### config.mk
export PLATFORM = sky130hd
export DESIGN_NAME = exc_unit
export DESIGN_NICKNAME = d
export VERILOG_FILES = /design/src/hdl/exc_pkg.sv /design/src/hdl/bank_store.sv /design/src/hdl/exc_unit.sv /design/src/hdl/req_sync.sv
export SDC_FILE = /design/constraint.sdc
export NUM_CORES = 1
export LEC_CHECK = 0
export ABC_AREA = 1
export BUFFER_PORTS_ARGS = -buffer_cell sky130_fd_sc_hd__clkbuf_2
export CAP_MARGIN = 0
export CORE_ASPECT_RATIO = 0.7
export CORE_UTILIZATION = 38
export CTS_CLUSTER_DIAMETER = 50
export DETAILED_ROUTE_END_ITERATION = 12
export GPL_TIMING_DRIVEN = 1
export SLEW_MARGIN = 40
export SYNTH_ARGS = -nofsm -noshare
export SYNTH_HDL_FRONTEND = slang
export SYNTH_SLANG_ARGS = --single-unit
export TNS_END_PERCENT = 5
### constraint.sdc
create_clock -name core_clk_in -period 9.6 [get_ports core_clk_in]
set_clock_uncertainty 0.2 [all_clocks]
set_input_delay 1.92 -clock core_clk_in [delete_from_list [all_inputs] [get_ports core_clk_in]]
set_output_delay 1.92 -clock core_clk_in [all_outputs]
set_load 0.01 [all_outputs]
### src/hdl/exc_pkg.sv
// constants, types and decode helpers shared by the exception unit files
package exc_pkg;

    // mode field encodings
    localparam logic [4:0] MODE_USER   = 5'h10;
    localparam logic [4:0] MODE_FIQ    = 5'h11;
    localparam logic [4:0] MODE_IRQ    = 5'h12;
    localparam logic [4:0] MODE_SVC    = 5'h13;
    localparam logic [4:0] MODE_ABT    = 5'h17;
    localparam logic [4:0] MODE_UNDEF  = 5'h1B;
    localparam logic [4:0] MODE_SYSTEM = 5'h1F;

    // status word bit positions
    localparam int PSR_I = 7;
    localparam int PSR_F = 6;
    localparam int PSR_T = 5;
    localparam int PSR_MODE_MSB = 4;

    // status word after reset: supervisor, both masks set, full state
    localparam logic [31:0] STATUS_RST = 32'h000000D3;

    // vector addresses
    localparam logic [31:0] VEC_RESET  = 32'h00000000;
    localparam logic [31:0] VEC_UNDEF  = 32'h00000004;
    localparam logic [31:0] VEC_TRAP   = 32'h00000008;
    localparam logic [31:0] VEC_FETCH  = 32'h0000000C;
    localparam logic [31:0] VEC_ACCESS = 32'h00000010;
    localparam logic [31:0] VEC_RSVD   = 32'h00000014;
    localparam logic [31:0] VEC_IRQ    = 32'h00000018;
    localparam logic [31:0] VEC_FIQ    = 32'h0000001C;

    // link offsets added to the instruction address
    localparam logic [31:0] LINK_OFF_WORD   = 32'h00000004;
    localparam logic [31:0] LINK_OFF_ACCESS = 32'h00000008;
    localparam logic [31:0] LINK_OFF_HALF   = 32'h00000002;

    // register byte offsets on the bus
    localparam logic [7:0] REG_STATUS = 8'h00;
    localparam logic [7:0] REG_SAVED  = 8'h04;
    localparam logic [7:0] REG_LINK   = 8'h08;
    localparam logic [7:0] REG_RETURN = 8'h0C;
    localparam logic [7:0] REG_CAUSE  = 8'h10;

    // data access kinds
    localparam logic [1:0] ACC_SINGLE = 2'h0;
    localparam logic [1:0] ACC_SWAP   = 2'h1;
    localparam logic [1:0] ACC_BLOCK  = 2'h2;

    // bus encodings
    localparam logic [2:0] HSIZE_WORD = 3'h2;

    // exception causes
    typedef enum logic [2:0] {
        CAUSE_NONE, CAUSE_RESET, CAUSE_ACCESS, CAUSE_FIQ,
        CAUSE_IRQ, CAUSE_FETCH, CAUSE_UNDEF, CAUSE_TRAP
    } cause_t;

    // entry sequencer states
    typedef enum logic {ST_RUN, ST_ENTER} seq_state_t;

    // pending exception sources, highest priority first
    typedef struct packed {
        logic access;
        logic fiq;
        logic irq;
        logic fetch;
        logic undef;
        logic trap;
    } pend_t;

    // banked slot of a mode; zero means the mode has no saved copy
    function automatic logic [2:0] bank_of(input logic [4:0] m);
        case (m)
            MODE_FIQ:   bank_of = 3'h1;
            MODE_IRQ:   bank_of = 3'h2;
            MODE_SVC:   bank_of = 3'h3;
            MODE_ABT:   bank_of = 3'h4;
            MODE_UNDEF: bank_of = 3'h5;
            default:    bank_of = 3'h0;
        endcase
    endfunction

    // only the seven listed encodings are legal modes
    function automatic logic mode_legal(input logic [4:0] m);
        mode_legal = (m == MODE_USER) || (m == MODE_SYSTEM) || (bank_of(m) != 3'h0);
    endfunction

endpackage

### src/hdl/bank_store.sv
// banked link and saved status storage with a registered read port
`timescale 1ns/1ps
`default_nettype none
module bank_store
    import exc_pkg::*;
#(
    parameter int DW = 64,
    parameter int AW = 3
)(
    input  wire logic          core_clk_in,
    input  wire logic          clk_en_in,
    input  wire logic          we_in,
    input  wire logic [AW-1:0] waddr_in,
    input  wire logic [DW-1:0] wdata_in,
    input  wire logic [AW-1:0] raddr_in,
    output logic      [DW-1:0] rdata_out
);
    logic [DW-1:0] mem [0:(1<<AW)-1];  // contents undefined until written
    logic [DW-1:0] rdata_q;            // registered read data

    // read first, read one cycle late; a same-address write is seen next cycle
    always_ff @(posedge core_clk_in)
    begin
        if (clk_en_in)
        begin
            if (we_in)
            begin
                mem[waddr_in] <= wdata_in;
            end
            rdata_q <= mem[raddr_in];
        end
    end

    assign rdata_out = rdata_q;
endmodule
`default_nettype wire

### src/hdl/exc_unit.sv
// exception entry and return sequencer with an AHB-Lite register slave
`timescale 1ns/1ps
`default_nettype none
// Operation
// - link gets next-instruction address on entry
// - compressed-state entry adjusts saved link value
// - current status copied to entered mode's save
// - mode field forced per exception kind
// - fetch redirected to vector; 0x14 reserved
// - fixed vector address for each exception
// - entry masks normal; fast entry masks fast too
// - compressed state cleared when vector loads
// - return restores state flag from saved copy
// - link offsets per exception and state
// - fast request is active-low level
// - select low adds synchroniser on both requests
// - fast request tested at each instruction end
// - normal request below fast, masked on fast
// - normal mask blocks; privileged modes only
// - abort classed as fetch or data fault
// - fetch fault raised only when executed
// - single transfer still writes back base
// - aborted swap leaves state unchanged
// - block transfer finishes, later overwrites suppressed
// - unknown opcode takes the undefined trap
// - software trap enters supervisor at vector
// - fixed priority among pending exceptions
// - reset gives supervisor, masks, full state, 0
// - status holds fast and normal masks
// - mode encodings fixed, others illegal
module exc_unit
    import exc_pkg::*;
(
    input  wire logic        core_clk_in,
    input  wire logic        sys_rst_in,
    input  wire logic        clk_en_in,
    input  wire logic        fast_request_n_in,
    input  wire logic        normal_request_n_in,
    input  wire logic        sync_select_in,
    input  wire logic        boundary_in,
    input  wire logic [31:0] pc_in,
    input  wire logic        unknown_opcode_in,
    input  wire logic        software_trap_in,
    input  wire logic        abort_in,
    input  wire logic        mem_cycle_in,
    input  wire logic        mem_fetch_in,
    input  wire logic        exec_advance_in,
    input  wire logic        flush_in,
    input  wire logic [1:0]  access_kind_in,
    input  wire logic        base_wb_req_in,
    input  wire logic        hsel_in,
    input  wire logic [31:0] haddr_in,
    input  wire logic [1:0]  htrans_in,
    input  wire logic        hwrite_in,
    input  wire logic [2:0]  hsize_in,
    input  wire logic        hready_in,
    input  wire logic [31:0] hwdata_in,
    output logic      [31:0] hrdata_out,
    output logic             hreadyout_out,
    output logic             hresp_out,
    output logic             fetch_redirect_out,
    output logic      [31:0] fetch_addr_out,
    output logic      [31:0] current_status_word_out,
    output logic      [31:0] link_register_out,
    output logic             link_write_out,
    output logic             base_writeback_out,
    output logic             reg_write_suppress_out,
    output logic             swap_cancel_out
);
    // state
    seq_state_t  state_q;        // entry sequencer
    cause_t      cause_q;        // exception being or last entered
    logic [31:0] status_q;       // current status word
    logic [31:0] link_q;         // link value computed at take
    logic [4:0]  new_mode_q;     // mode being entered
    logic [31:0] vector_q;       // vector of the taken exception
    logic        link_we_q;      // high during the entry write cycle
    logic        redirect_q;     // one-cycle fetch redirect
    logic [31:0] fetch_addr_q;   // target of the redirect
    logic        access_pend_q;  // data fault waiting for the boundary
    logic        fetch_tag_q;    // fetched instruction marked invalid
    logic        exec_tag_q;     // executing instruction marked invalid
    logic        suppress_q;     // register overwrites blocked
    logic        swap_cancel_q;  // swap discarded
    logic        base_wb_q;      // base write-back allowed
    logic        ap_valid_q;     // bus data phase pending
    logic        ap_write_q;     // pending phase is a write
    logic        ap_word_q;      // pending phase is a whole word
    logic [7:0]  ap_addr_q;      // pending register offset
    logic [31:0] hrdata_q;       // registered read data

    // synchronised request levels
    logic [1:0]  req_n;
    logic [63:0] bank_rd;

    // both requests share one synchroniser and one select
    req_sync #(
        .W (2)
    ) u_sync (
        .core_clk_in    (core_clk_in),
        .sys_rst_in     (sys_rst_in),
        .clk_en_in      (clk_en_in),
        .sync_select_in (sync_select_in),
        .req_n_in       ({fast_request_n_in, normal_request_n_in}),
        .req_n_out      (req_n)
    );

    // decode of the pending sources
    wire   user_mode  = (status_q[PSR_MODE_MSB:0] == MODE_USER);
    wire   compressed = status_q[PSR_T];
    wire   abort_mem  = abort_in & mem_cycle_in;
    wire   abort_data = abort_mem & ~mem_fetch_in;
    wire   abort_fetch = abort_mem & mem_fetch_in;
    pend_t pend;

    // levels go straight in, no capture, so a released request is dropped
    assign pend.access = access_pend_q;
    assign pend.fiq    = ~req_n[1] & ~status_q[PSR_F];
    assign pend.irq    = ~req_n[0] & ~status_q[PSR_I];
    assign pend.fetch  = exec_tag_q;
    assign pend.undef  = unknown_opcode_in;
    assign pend.trap   = software_trap_in;

    // fixed order: data fault, fast, normal, fetch fault, opcode traps
    wire cause_t cause_sel = pend.access ? CAUSE_ACCESS :
                             pend.fiq    ? CAUSE_FIQ :
                             pend.irq    ? CAUSE_IRQ :
                             pend.fetch  ? CAUSE_FETCH :
                             pend.undef  ? CAUSE_UNDEF :
                             pend.trap   ? CAUSE_TRAP : CAUSE_NONE;
    wire take = clk_en_in & (state_q == ST_RUN) & boundary_in & (cause_sel != CAUSE_NONE);

    // link offset: data fault +8, opcode traps +2 in compressed state
    wire short_link = compressed & ((cause_sel == CAUSE_UNDEF) | (cause_sel == CAUSE_TRAP));
    wire [31:0] link_off = (cause_sel == CAUSE_ACCESS) ? LINK_OFF_ACCESS :
                           short_link ? LINK_OFF_HALF : LINK_OFF_WORD;
    wire [31:0] link_d = pc_in + link_off;

    // mode per exception
    wire [4:0] mode_sel = (cause_sel == CAUSE_FIQ)   ? MODE_FIQ :
                          (cause_sel == CAUSE_IRQ)   ? MODE_IRQ :
                          (cause_sel == CAUSE_UNDEF) ? MODE_UNDEF :
                          (cause_sel == CAUSE_TRAP)  ? MODE_SVC : MODE_ABT;

    // vector per exception; the reserved slot is never selected
    wire [31:0] vec_sel = (cause_sel == CAUSE_ACCESS) ? VEC_ACCESS :
                          (cause_sel == CAUSE_FIQ)    ? VEC_FIQ :
                          (cause_sel == CAUSE_IRQ)    ? VEC_IRQ :
                          (cause_sel == CAUSE_FETCH)  ? VEC_FETCH :
                          (cause_sel == CAUSE_UNDEF)  ? VEC_UNDEF : VEC_TRAP;

    // status at entry: I set always, F added for fast, T cleared
    wire entering = clk_en_in & (state_q == ST_ENTER);
    wire [31:0] entry_status = {status_q[31:8], 1'b1,
                                status_q[PSR_F] | (cause_q == CAUSE_FIQ),
                                1'b0, new_mode_q};

    // bus decode
    wire ap_take   = hsel_in & htrans_in[1] & hready_in;
    wire dp_write  = clk_en_in & ap_valid_q & ap_write_q & ap_word_q;
    wire wr_status = dp_write & (ap_addr_q == REG_STATUS) & ~user_mode;
    wire wr_return = dp_write & (ap_addr_q == REG_RETURN) &
                     (bank_of(status_q[PSR_MODE_MSB:0]) != 3'h0);
    wire new_mode_ok = mode_legal(hwdata_in[PSR_MODE_MSB:0]);
    // the state flag loads here, standing in for the core's own state switch
    wire [31:0] sw_status = {status_q[31:8], hwdata_in[PSR_I], hwdata_in[PSR_F], hwdata_in[PSR_T],
                             new_mode_ok ? hwdata_in[PSR_MODE_MSB:0] : status_q[PSR_MODE_MSB:0]};
    wire [31:0] rd_mux = (haddr_in[7:0] == REG_STATUS) ? status_q :
                         (haddr_in[7:0] == REG_SAVED)  ? bank_rd[31:0] :
                         (haddr_in[7:0] == REG_LINK)   ? bank_rd[63:32] :
                         (haddr_in[7:0] == REG_CAUSE)  ? {29'h0, cause_q} : 32'h00000000;

    // banked link and saved status, read at the current mode's slot
    bank_store #(
        .DW (64),
        .AW (3)
    ) u_bank (
        .core_clk_in (core_clk_in),
        .clk_en_in   (clk_en_in),
        .we_in       (entering),
        .waddr_in    (bank_of(new_mode_q)),
        .wdata_in    ({link_q, status_q}),
        .raddr_in    (bank_of(status_q[PSR_MODE_MSB:0])),
        .rdata_out   (bank_rd)
    );

    // entry sequencer: take at a boundary, commit one cycle later
    always_ff @(posedge core_clk_in)
    begin
        if (sys_rst_in)
        begin
            state_q    <= ST_RUN;
            cause_q    <= CAUSE_RESET;
            link_q     <= 32'h00000000;
            new_mode_q <= MODE_SVC;
            vector_q   <= VEC_RESET;
            link_we_q  <= 1'b0;
        end
        else if (clk_en_in)
        begin
            link_we_q <= take;
            case (state_q)
                ST_RUN:
                begin
                    if (take)
                    begin
                        state_q    <= ST_ENTER;
                        cause_q    <= cause_sel;
                        link_q     <= link_d;
                        new_mode_q <= mode_sel;
                        vector_q   <= vec_sel;
                    end
                end
                ST_ENTER: state_q <= ST_RUN;
                default:  state_q <= ST_RUN;
            endcase
        end
    end

    // status word: reset, then entry, then return, then software write
    always_ff @(posedge core_clk_in)
    begin
        if (sys_rst_in)
            status_q <= STATUS_RST;
        else if (entering)
            status_q <= entry_status;
        else if (wr_return)
            status_q <= bank_rd[31:0];
        else if (wr_status)
            status_q <= sw_status;
    end

    // fetch redirect: vector on entry, written target on return
    always_ff @(posedge core_clk_in)
    begin
        if (sys_rst_in)
        begin
            redirect_q   <= 1'b1;
            fetch_addr_q <= VEC_RESET;
        end
        else if (clk_en_in)
        begin
            redirect_q <= entering | wr_return;
            if (entering)
            begin
                fetch_addr_q <= vector_q;
            end
            else if (wr_return)
            begin
                fetch_addr_q <= hwdata_in;
            end
        end
    end

    // fault tracking; a new fault wins over a same-cycle clear
    always_ff @(posedge core_clk_in)
    begin
        if (sys_rst_in)
        begin
            access_pend_q <= 1'b0;
            fetch_tag_q   <= 1'b0;
            exec_tag_q    <= 1'b0;
        end
        else if (clk_en_in)
        begin
            access_pend_q <= abort_data | (access_pend_q & ~(take & (cause_sel == CAUSE_ACCESS)));
            // flushed fetches lose their mark, so the fault never fires
            fetch_tag_q   <= abort_fetch | (fetch_tag_q & ~flush_in & ~exec_advance_in);
            if (exec_advance_in)
            begin
                exec_tag_q <= fetch_tag_q & ~flush_in;
            end
            else if (take & (cause_sel == CAUSE_FETCH))
            begin
                exec_tag_q <= 1'b0;
            end
        end
    end

    // write-back control for aborted data transfers
    wire swap_hit  = abort_data & (access_kind_in == ACC_SWAP);
    wire block_hit = abort_data & (access_kind_in == ACC_BLOCK);
    always_ff @(posedge core_clk_in)
    begin
        if (sys_rst_in)
        begin
            suppress_q    <= 1'b0;
            swap_cancel_q <= 1'b0;
            base_wb_q     <= 1'b0;
        end
        else if (clk_en_in)
        begin
            // later register overwrites, program counter included, are blocked; base write-back is blocked for a swap only
            suppress_q    <= block_hit | swap_hit | (suppress_q & ~boundary_in);
            swap_cancel_q <= swap_hit | (swap_cancel_q & ~boundary_in);
            // single and block keep their base update; a swap does not
            base_wb_q     <= base_wb_req_in & ~swap_hit & ~swap_cancel_q;
        end
    end

    // bus slave: zero wait states, always OKAY, reads taken in the address phase
    always_ff @(posedge core_clk_in)
    begin
        if (sys_rst_in)
        begin
            ap_valid_q <= 1'b0;
            ap_write_q <= 1'b0;
            ap_word_q  <= 1'b0;
            ap_addr_q  <= 8'h00;
            hrdata_q   <= 32'h00000000;
        end
        else if (clk_en_in)
        begin
            ap_valid_q <= ap_take;
            ap_write_q <= hwrite_in;
            ap_word_q  <= (hsize_in == HSIZE_WORD) & (haddr_in[31:8] == 24'h000000);
            ap_addr_q  <= haddr_in[7:0];
            if (ap_take & ~hwrite_in)
            begin
                hrdata_q <= rd_mux;
            end
        end
    end

    assign hrdata_out              = hrdata_q;
    assign hreadyout_out           = 1'b1;
    assign hresp_out               = 1'b0;
    assign fetch_redirect_out      = redirect_q;
    assign fetch_addr_out          = fetch_addr_q;
    assign current_status_word_out = status_q;
    assign link_register_out       = link_q;
    assign link_write_out          = link_we_q;
    assign base_writeback_out      = base_wb_q;
    assign reg_write_suppress_out  = suppress_q;
    assign swap_cancel_out         = swap_cancel_q;

    // checks
    AST_LINK_ACCESS: assert property (@(posedge core_clk_in) disable iff (sys_rst_in)
        take & (cause_sel == CAUSE_ACCESS) |=> link_q == $past(pc_in) + LINK_OFF_ACCESS)
        else $error("data fault link is not pc plus 8");
    AST_LINK_HALF: assert property (@(posedge core_clk_in) disable iff (sys_rst_in)
        take & compressed & (cause_sel == CAUSE_TRAP) |=> link_q == $past(pc_in) + LINK_OFF_HALF)
        else $error("compressed trap link is not pc plus 2");
    AST_SAVE: assert property (@(posedge core_clk_in) disable iff (sys_rst_in)
        entering |=> bank_of(status_q[4:0]) == $past(bank_of(new_mode_q)))
        else $error("entry did not reach the saved mode");
    AST_FIQ_MODE: assert property (@(posedge core_clk_in) disable iff (sys_rst_in)
        take & (cause_sel == CAUSE_FIQ) |=> ##1 status_q[4:0] == MODE_FIQ && status_q[PSR_I] && status_q[PSR_F])
        else $error("fast entry mode or masks wrong");
    AST_REDIRECT: assert property (@(posedge core_clk_in) disable iff (sys_rst_in)
        take & clk_en_in |=> ##1 redirect_q && fetch_addr_q == $past(vec_sel, 2))
        else $error("vector redirect missing");
    AST_NO_RSVD: assert property (@(posedge core_clk_in) disable iff (sys_rst_in)
        redirect_q |-> fetch_addr_q != VEC_RSVD || $past(wr_return))
        else $error("reserved vector fetched");
    AST_STATE_CLR: assert property (@(posedge core_clk_in) disable iff (sys_rst_in)
        entering |=> !status_q[PSR_T])
        else $error("compressed state kept after entry");
    AST_PRIO: assert property (@(posedge core_clk_in) disable iff (sys_rst_in)
        pend.access |-> cause_sel == CAUSE_ACCESS)
        else $error("data fault not first");
    AST_IRQ_MASK: assert property (@(posedge core_clk_in) disable iff (sys_rst_in)
        status_q[PSR_I] |-> cause_sel != CAUSE_IRQ)
        else $error("masked normal request taken");
    AST_SWAP: assert property (@(posedge core_clk_in) disable iff (sys_rst_in)
        swap_hit & clk_en_in |=> swap_cancel_q && !base_wb_q)
        else $error("aborted swap not cancelled");
endmodule
`default_nettype wire

### src/hdl/req_sync.sv
// two-stage synchroniser for the interrupt requests with a bypass select
`timescale 1ns/1ps
`default_nettype none
module req_sync
    import exc_pkg::*;
#(
    parameter int W = 2
)(
    input  wire logic         core_clk_in,
    input  wire logic         sys_rst_in,
    input  wire logic         clk_en_in,
    input  wire logic         sync_select_in,
    input  wire logic [W-1:0] req_n_in,
    output logic      [W-1:0] req_n_out
);
    logic [W-1:0] s1_q;  // first stage, read only by the second
    logic [W-1:0] s2_q;  // second stage

    // reset to the inactive high level so no request appears at release
    always_ff @(posedge core_clk_in)
    begin
        if (sys_rst_in)
        begin
            s1_q <= '1;
            s2_q <= '1;
        end
        else if (clk_en_in)
        begin
            s1_q <= req_n_in;
            s2_q <= s1_q;
        end
    end

    // low select: asynchronous sources, take the delayed copy
    assign req_n_out = sync_select_in ? req_n_in : s2_q;
endmodule
`default_nettype wire

After elaboration in Yosys (flattened, before gate mapping)
Memory sizes are Yosys's and may differ from the RTL's. A register that Yosys moved wholly into a read port is not among the register bits.
Cells that the tools add are included.
{ "classes": {"n_addsub": 1, "n_eq_ne": 32, "mux": 38, "bitwise_logic": 55, "n_reduce_logical": 20} }
{ "ops": {"columns": ["op", "count"], "rows": [
  ["$mux W32", 6],
  ["$eq A5 B5 Y1 const B", 18],
  ["$pmux W3 S5", 3],
  ["$add A32 B4 Y32", 1],
  ["$and A1 B1 Y1", 32],
  ["$mux W3", 9],
  ["$logic_not A24 Y1", 1],
  ["$mux W4", 6],
  ["$mux W5", 4],
  ["$eq A8 B4 Y1 const B", 2],
  ["$logic_not A8 Y1", 2],
  ["$not A1 Y1", 15],
  ["$reduce_bool A3 Y1", 5],
  ["$eq A3 B2 Y1 const B", 4],
  ["$eq A3 B3 Y1 const B", 4],
  ["$reduce_and A2 Y1", 5],
  ["$eq A8 B3 Y1 const B", 1],
  ["$eq A8 B5 Y1 const B", 1],
  ["$mux W8", 1],
  ["$or A1 B1 Y1", 8],
  ["$mux W7", 1],
  ["$mux W1", 6],
  ["$reduce_bool A2 Y1", 3],
  ["$reduce_and A3 Y1", 1],
  ["6 further kinds", 7]
]} }
{ "totals": {"regBits": 192, "ram_bits": 512, "input_bits": 121, "output_inout_bits": 135, "n_memories": 1} }
{ "memory_table": {"columns": ["memory", "depth", "word_bits", "rd", "rd_clocked_by_memory_dff", "write_ports", "line", "source"], "rows": [
  ["u_bank.mem", 8, 64, 1, 1, 1, "bank_store.sv:18", "logic [DW-1:0] mem [0:(1<<AW)-1];"]
]} }

Depth between registers and ports, before layout
{ "logic_depth": {"depth_word": 12, "depth_mapped": 18, "depth_no_buf": 18} }

By module
A second synthesis with hierarchy kept.
{ "unflattened": {"cells_unflattened": 3465, "hier_area_um2": 32296.0} }
{ "modules_own_cells": {"columns": ["module", "instances", "cells_per_inst", "area_each_um2", "seq_area_each_um2"], "rows": [
  ["bank_store", 1, 2293, 24299.6, 17296.6],
  ["exc_unit", 1, 1148, 7833.8, 3163.0],
  ["req_sync", 1, 24, 162.7, 80.1]
]} }

Worst setup path before layout
Ideal clock, no wire load.
{ "synth_timing": {"path_type": "input to register", "startpoint": "input clk_en_in", "endpoint": "memory u_bank.mem[3][0], enable pin", "arrival_time_ps": 6846, "setup_slack_ps": 1990, "path_stages": 4, "path_buffers": 2, "cell_sequence": "buf_4 nand2_1 clkbuf_1 nor3_1"} }
{ "synth_via": {"elab_chain_cells": 4} }
{ "synth_rtl": {"columns": ["item", "line", "source"], "rows": [
  ["start, declared", "exc_unit.sv:36", "input wire logic clk_en_in,"],
  ["$and A1 B1 Y1", "exc_unit.sv:153", "wire entering = clk_en_in & (state_q == ST_ENTER);"],
  ["$mux W1", "bank_store.sv:26", "if (we_in)"],
  ["$mux W1 *", "bank_store.sv:24", "if (clk_en_in)"],
  ["$mux W1 (implied by the code) *", "bank_store.sv:28", "mem[waddr_in] <= wdata_in;"],
  ["end, declared", "bank_store.sv:18", null]
]} }
Mark *: on every way between the ends. The rest lies on a longest branch, timed or not.

Worst setup path in the final report
{ "layout_timing": {"startpoint": "input clk_en_in", "endpoint": "register status_q[4], in the netlist current_status_word_out[4]"} }
{ "layout_via": {"elab_chain_cells": 7, "elab_cells_between_ends": 13, "cone_classes": "mux (2); bitwise (8); reduce/logical (3)"} }
{ "layout_rtl": {"columns": ["item", "line", "source"], "rows": [
  ["$and A1 B1 Y1 (3 in series)", "exc_unit.sv:160", "wire dp_write = clk_en_in & ap_valid_q & ap_write_q & ap_word_q;"],
  ["$and A1 B1 Y1, on equally long branches (2 in series)", "exc_unit.sv:162, exc_unit.sv:161", null],
  ["$reduce_bool A3 Y1 (no source line) / $mux W32 (equally long branches)", null, null],
  ["$reduce_and A2 Y1 (no source line) / $mux W7 (equally long branches)", null, null],
  ["end signal, assigned", "exc_unit.sv:226", "status_q <= entry_status;"],
  ["end signal, assigned", "exc_unit.sv:228", "status_q <= bank_rd[31:0];"],
  ["end signal, assigned", "exc_unit.sv:230", "status_q <= sw_status;"],
  ["end, declared", "exc_unit.sv:73", "logic [31:0] status_q;"]
]} }
Several ways; a longest one is shown, not always the timed one. The select of a mux whose other input is x is not followed.
A chain may end at the register's enable or synchronous reset.

==> out/qor.csv <==
stage;metric;value;unit
synthesis;post_synth_xor_area_fraction;0.00586;
pwr;clockPowerShare;0.408;
synthesis;synth_largest_area_cell;sky130_fd_sc_hd__edfxtp_1;
worst_setup_path;timing.rr.start;current_status_word_out[3];
worst_setup_path;critical_path.n_buffers_inverters;5;
pwr;power.sequential.fraction;0.500;
clock_network;cts_tree;built;
worst_setup_path;critical_r2r_capture;u_bank.rdata_out[34];
synthesis;ys.flop_type;sky130_fd_sc_hd__edfxtp_1;
synthesis;synth_compound_gate_area_share;0.0867;
layout;num-nets-final;3317;
outcome;outcome;finished, final reports clean;
floorplan;die-width;337;um
worst_setup_path;max_stage_delay;0.48;ns
global_routing;gr-usage-all-layers;0.203;
global_routing;grt_antenna_before_repair;1;
pwr;total_power;7.26;mW
floorplan;core_region_area;77300;um2
placed_design;finalWeightedCongestion;0.841;
layout;filler_cell_count;7306;
worst_setup_path;critPathArrivalTime;5.22;ns
synthesis;post_synthesis_sequential_area_ratio;0.687;
floorplan;die_height;237;um
clock_network;postCtsSetupRepairBufs;0;
timing;period_needed;4.95;ns
synthesis;ys_top_cells_by_area;sky130_fd_sc_hd__edfxtp_1 58%, sky130_fd_sc_hd__dfxtp_1 11%, sky130_fd_sc_hd__nor2_1 8.0%;
clock_network;ctsHtreeMaxLevel;3;
placed_design;numPortBuffers;252;
floorplan;ioPinCount;256;
layout;instances_no_fill;4297;
layout;postLayoutCoreUtil;0.453;
global_routing;maximum_number_of_pins_on_one_net_before_global_route_repair;167;
pwr;leakagePower;14.1;nW
timing;worst_hold_slack;0.245;ns
synthesis;synth.cells.most_frequent;639 x sky130_fd_sc_hd__nor2_1, 576 x sky130_fd_sc_hd__edfxtp_1, 559 x sky130_fd_sc_hd__nand2_1;
worst_setup_path;cp_cell_sequence;buf_4 > buf_4 > inv_2 > nor2_1 > nand2_1 > nor3_4 > nand2_4 > nor2_8 > buf_12 > inv_2 > o21ai_0 > nand3_1;
synthesis;yosys-mux-area-fraction;0;
worst_setup_path;critPathRequiredTime;9.86;ns
timing;finalHoldViolations;0;
timing;unrepaired_setup_endpoints_after_global_routing;false;
synthesis;synth-edff-count;576;
timing;drv_slew;0;
clock_network;cts_resized;0;
pwr;power.internal;5.49;mW
drt;drc_errors;0;
drt;ant_nets;0;
worst_setup_path;timing.critical_path.max_delay_family;buffers and inverters;
clock_network;root_buffer;sky130_fd_sc_hd__clkbuf_16;
clock_network;clockBufferDepth;3;
synthesis;most_numerous_cell_in_the_yosys_netlist;sky130_fd_sc_hd__nor2_1;
synthesis;netlist.area_leader.share;0.579;
hold_path;whs_endpoint;fetch_addr_out[6];
synthesis;synth_fa_ha_area_frac;0.00193;
drt;detail_route.first_pass.iterations;5;
global_routing;grt_pass1_wl;122000;um
worst_setup_path;crit_slowest_cell;sky130_fd_sc_hd__buf_4;
worst_setup_path;worst-path-max-fanout;45;
pwr;pwr-share-comb;0.093;
pwr;vdd_ir_drop_max;141;uV
flow_run;max-cap-violations;0;
drt;vias_cell;4.97;
clock_network;clock_insertion_delay_worst_skew;0.62;ns
pwr;switching_share;0.244;
synthesis;synthesis.area;29900;um2
drt;detailed_route_wl;81300;um
worst_setup_path;cp_num_cells;12;
worst_setup_path;reg2reg_setup_slack;5.37;ns
timing;fmax;202;MHz
worst_setup_path;worst_r2r_path_cells;10;
worst_setup_path;setup.worst_path.start_class;primary input;
synthesis;basic_gate_share_of_the_synthesized_area_counting_and_or_nand_and_nor_cells;0.178;
timing;max_slew_headroom_at_the_worst_pin;0.423;
drt;drt-initial-drc-count;2016;
placed_design;placedCellCount;4159;
synthesis;synthesis.area_per_instance;10.4;um2
synthesis;synth.yosys.warnings;0;
synthesis;netlist-cell-type-count;40;
hold_path;hold_path.class;reg -> reg;
floorplan;dieArea;79800;um2
timing;min_period_over_period;0.516;
pwr;power_density;207;nW/um2
placed_design;detailedPlacementHpwl;48100;um
clock_network;clkSinkCount;738;
clock_network;cts_hold_buffers;0;
floorplan;initial_utilization;0.387;
clock_network;clkSlewWorstSetupHoldPaths;0.06;ns
layout;post_route_cells_drive_above_1_share;0.132;
worst_setup_path;critPathCaptureType;register;
clock_network;cts_buffers;75;
worst_setup_path;timing_worst_setup_path_type;in -> reg;
pwr;power_switching;1.78;mW
synthesis;async_reset_ff_frac;0;
global_routing;grt_remaining_overflow;0;
floorplan;rows;85;
synthesis;syn-instance-count;2876;
synthesis;ys_seq_elements;738;
timing;worstMarginPinSlew;0.866;ns
global_routing;grt_pass1_vias;19759;
drt;num_vias;21346;
hold_path;timing.hold.worst.start;fetch_addr_out[6];
drt;wire_per_inst;18.9;um
synthesis;synth_top_family_by_area;simple AND/OR/NAND/NOR gates;
layout;synthToLayoutAreaGrowth;17.3;%
timing;setup_viol_count_final;0;
hold_path;worstHoldPathCells;2;
timing;setup-tns-final;0;ns
logic make-up (layout without fill, tap and decap cells):
| kind of cell | after synthesis | after routing |
|---|---|---|
| simple gates | 1341 | 1341 |
| flops | 738 | 738 |
| other cells | 2 | 131 |
| compound gates | 499 | 499 |
| buf+inv | 272 | 520 |
| xor+xnor | 20 | 20 |
| fa+ha+maj | 4 | 4 |
cells in the final DEF, fill, tap and decap left out, drive strengths merged, types with 3 or more instances in the layout:
master    count
clkinv       24
nand3        89
buf          37
a21oi        67
nor3b         3
clkbuf      353
nand2       561
o22ai        26
edfxtp      576
bufinv        7
o211ai        4
nor3         17
clkinvlp      4
nand4        14
xor2         14
a31oi        30
xnor2         6
ha            3
dfxtp       162
nand3b        8
o21ai       367
conb        130
nor4          7
inv          95
nor2        641
tightest hold or removal path: cells and delay by family (launching register included):
| kind | cells | cell delay, ns |
|---|---|---|
| DFF | 1 | 0.31 |
| and+or+nand+nor | 2 | 0.10 |
worst max-delay path by stage:
stage / from / to / slack (ns)
3_5_place_dp: clk_en_in / current_status_word_out[4] / 4.06
5_1_grt: clk_en_in / current_status_word_out[4] / 4.44
4_1_cts: clk_en_in / current_status_word_out[4] / 4.72
6_report: clk_en_in / current_status_word_out[4] / 4.65
2_1_floorplan: clk_en_in / u_bank.mem[3][0] / 1.99
3_3_place_gp: clk_en_in / current_status_word_out[4] / 3.68
area by class of cell:
type                       instances  area [um2]  area share
sequential                       738       20500       0.586
timing repair buffer             288        1630      0.0464
clock buffer                     102        2110      0.0603
multi-input combinational       1994        8710       0.249
inverter                          95         373      0.0106
tap                             1044        1310      0.0373
clock inverter                    35         379      0.0108
antenna                            1        2.50   0.0000714
through the flow:
stage	setup slack [ns]	instance area, um2
after CTS	4.72	35100
after global routing	4.44	35100
after detailed placement	4.06	32600
after global placement	3.68	32400
after floorplan	1.99	30400
final	4.65	35100
metal layers:
metal | up-vias | track usage | part of all wire
met5 | - | 0 | 0.00016
met4 | 2 | 0.0393 | 0.015
met3 | 101 | 0.0373 | 0.082
met2 | 767 | 0.306 | 0.44
met1 | 10167 | 0.305 | 0.47
li1 | 10309 | - | -
state kept, by name, summed over array words and instances, names as in the netlist, 2 cells and up:
| name | cells |
|---|---|
| fetch_addr_out | 32 |
| new_mode_q | 4 |
| hrdata_out | 32 |
| cause_q | 3 |
| ap_addr_q | 8 |
| vector_q | 3 |
| u_bank.mem | 512 |
| u_bank.rdata_out | 64 |
| u_sync.s1_q | 2 |
| current_status_word_out | 32 |
| u_sync.s2_q | 2 |
| link_register_out | 32 |
power groups by stage:
| stage | clock, mW | sequential [mW] | combinational, mW |
|---|---|---|---|
| floorplan | 0 | 3.67 | 0.439 |
| global placement | 0 | 3.69 | 0.668 |
| detailed placement | 0 | 3.70 | 0.676 |
| CTS | 3.02 | 3.63 | 0.678 |
| global route | 3.14 | 3.64 | 0.763 |
| finish | 2.96 | 3.63 | 0.672 |
Power figures use the tool's default switching activity.
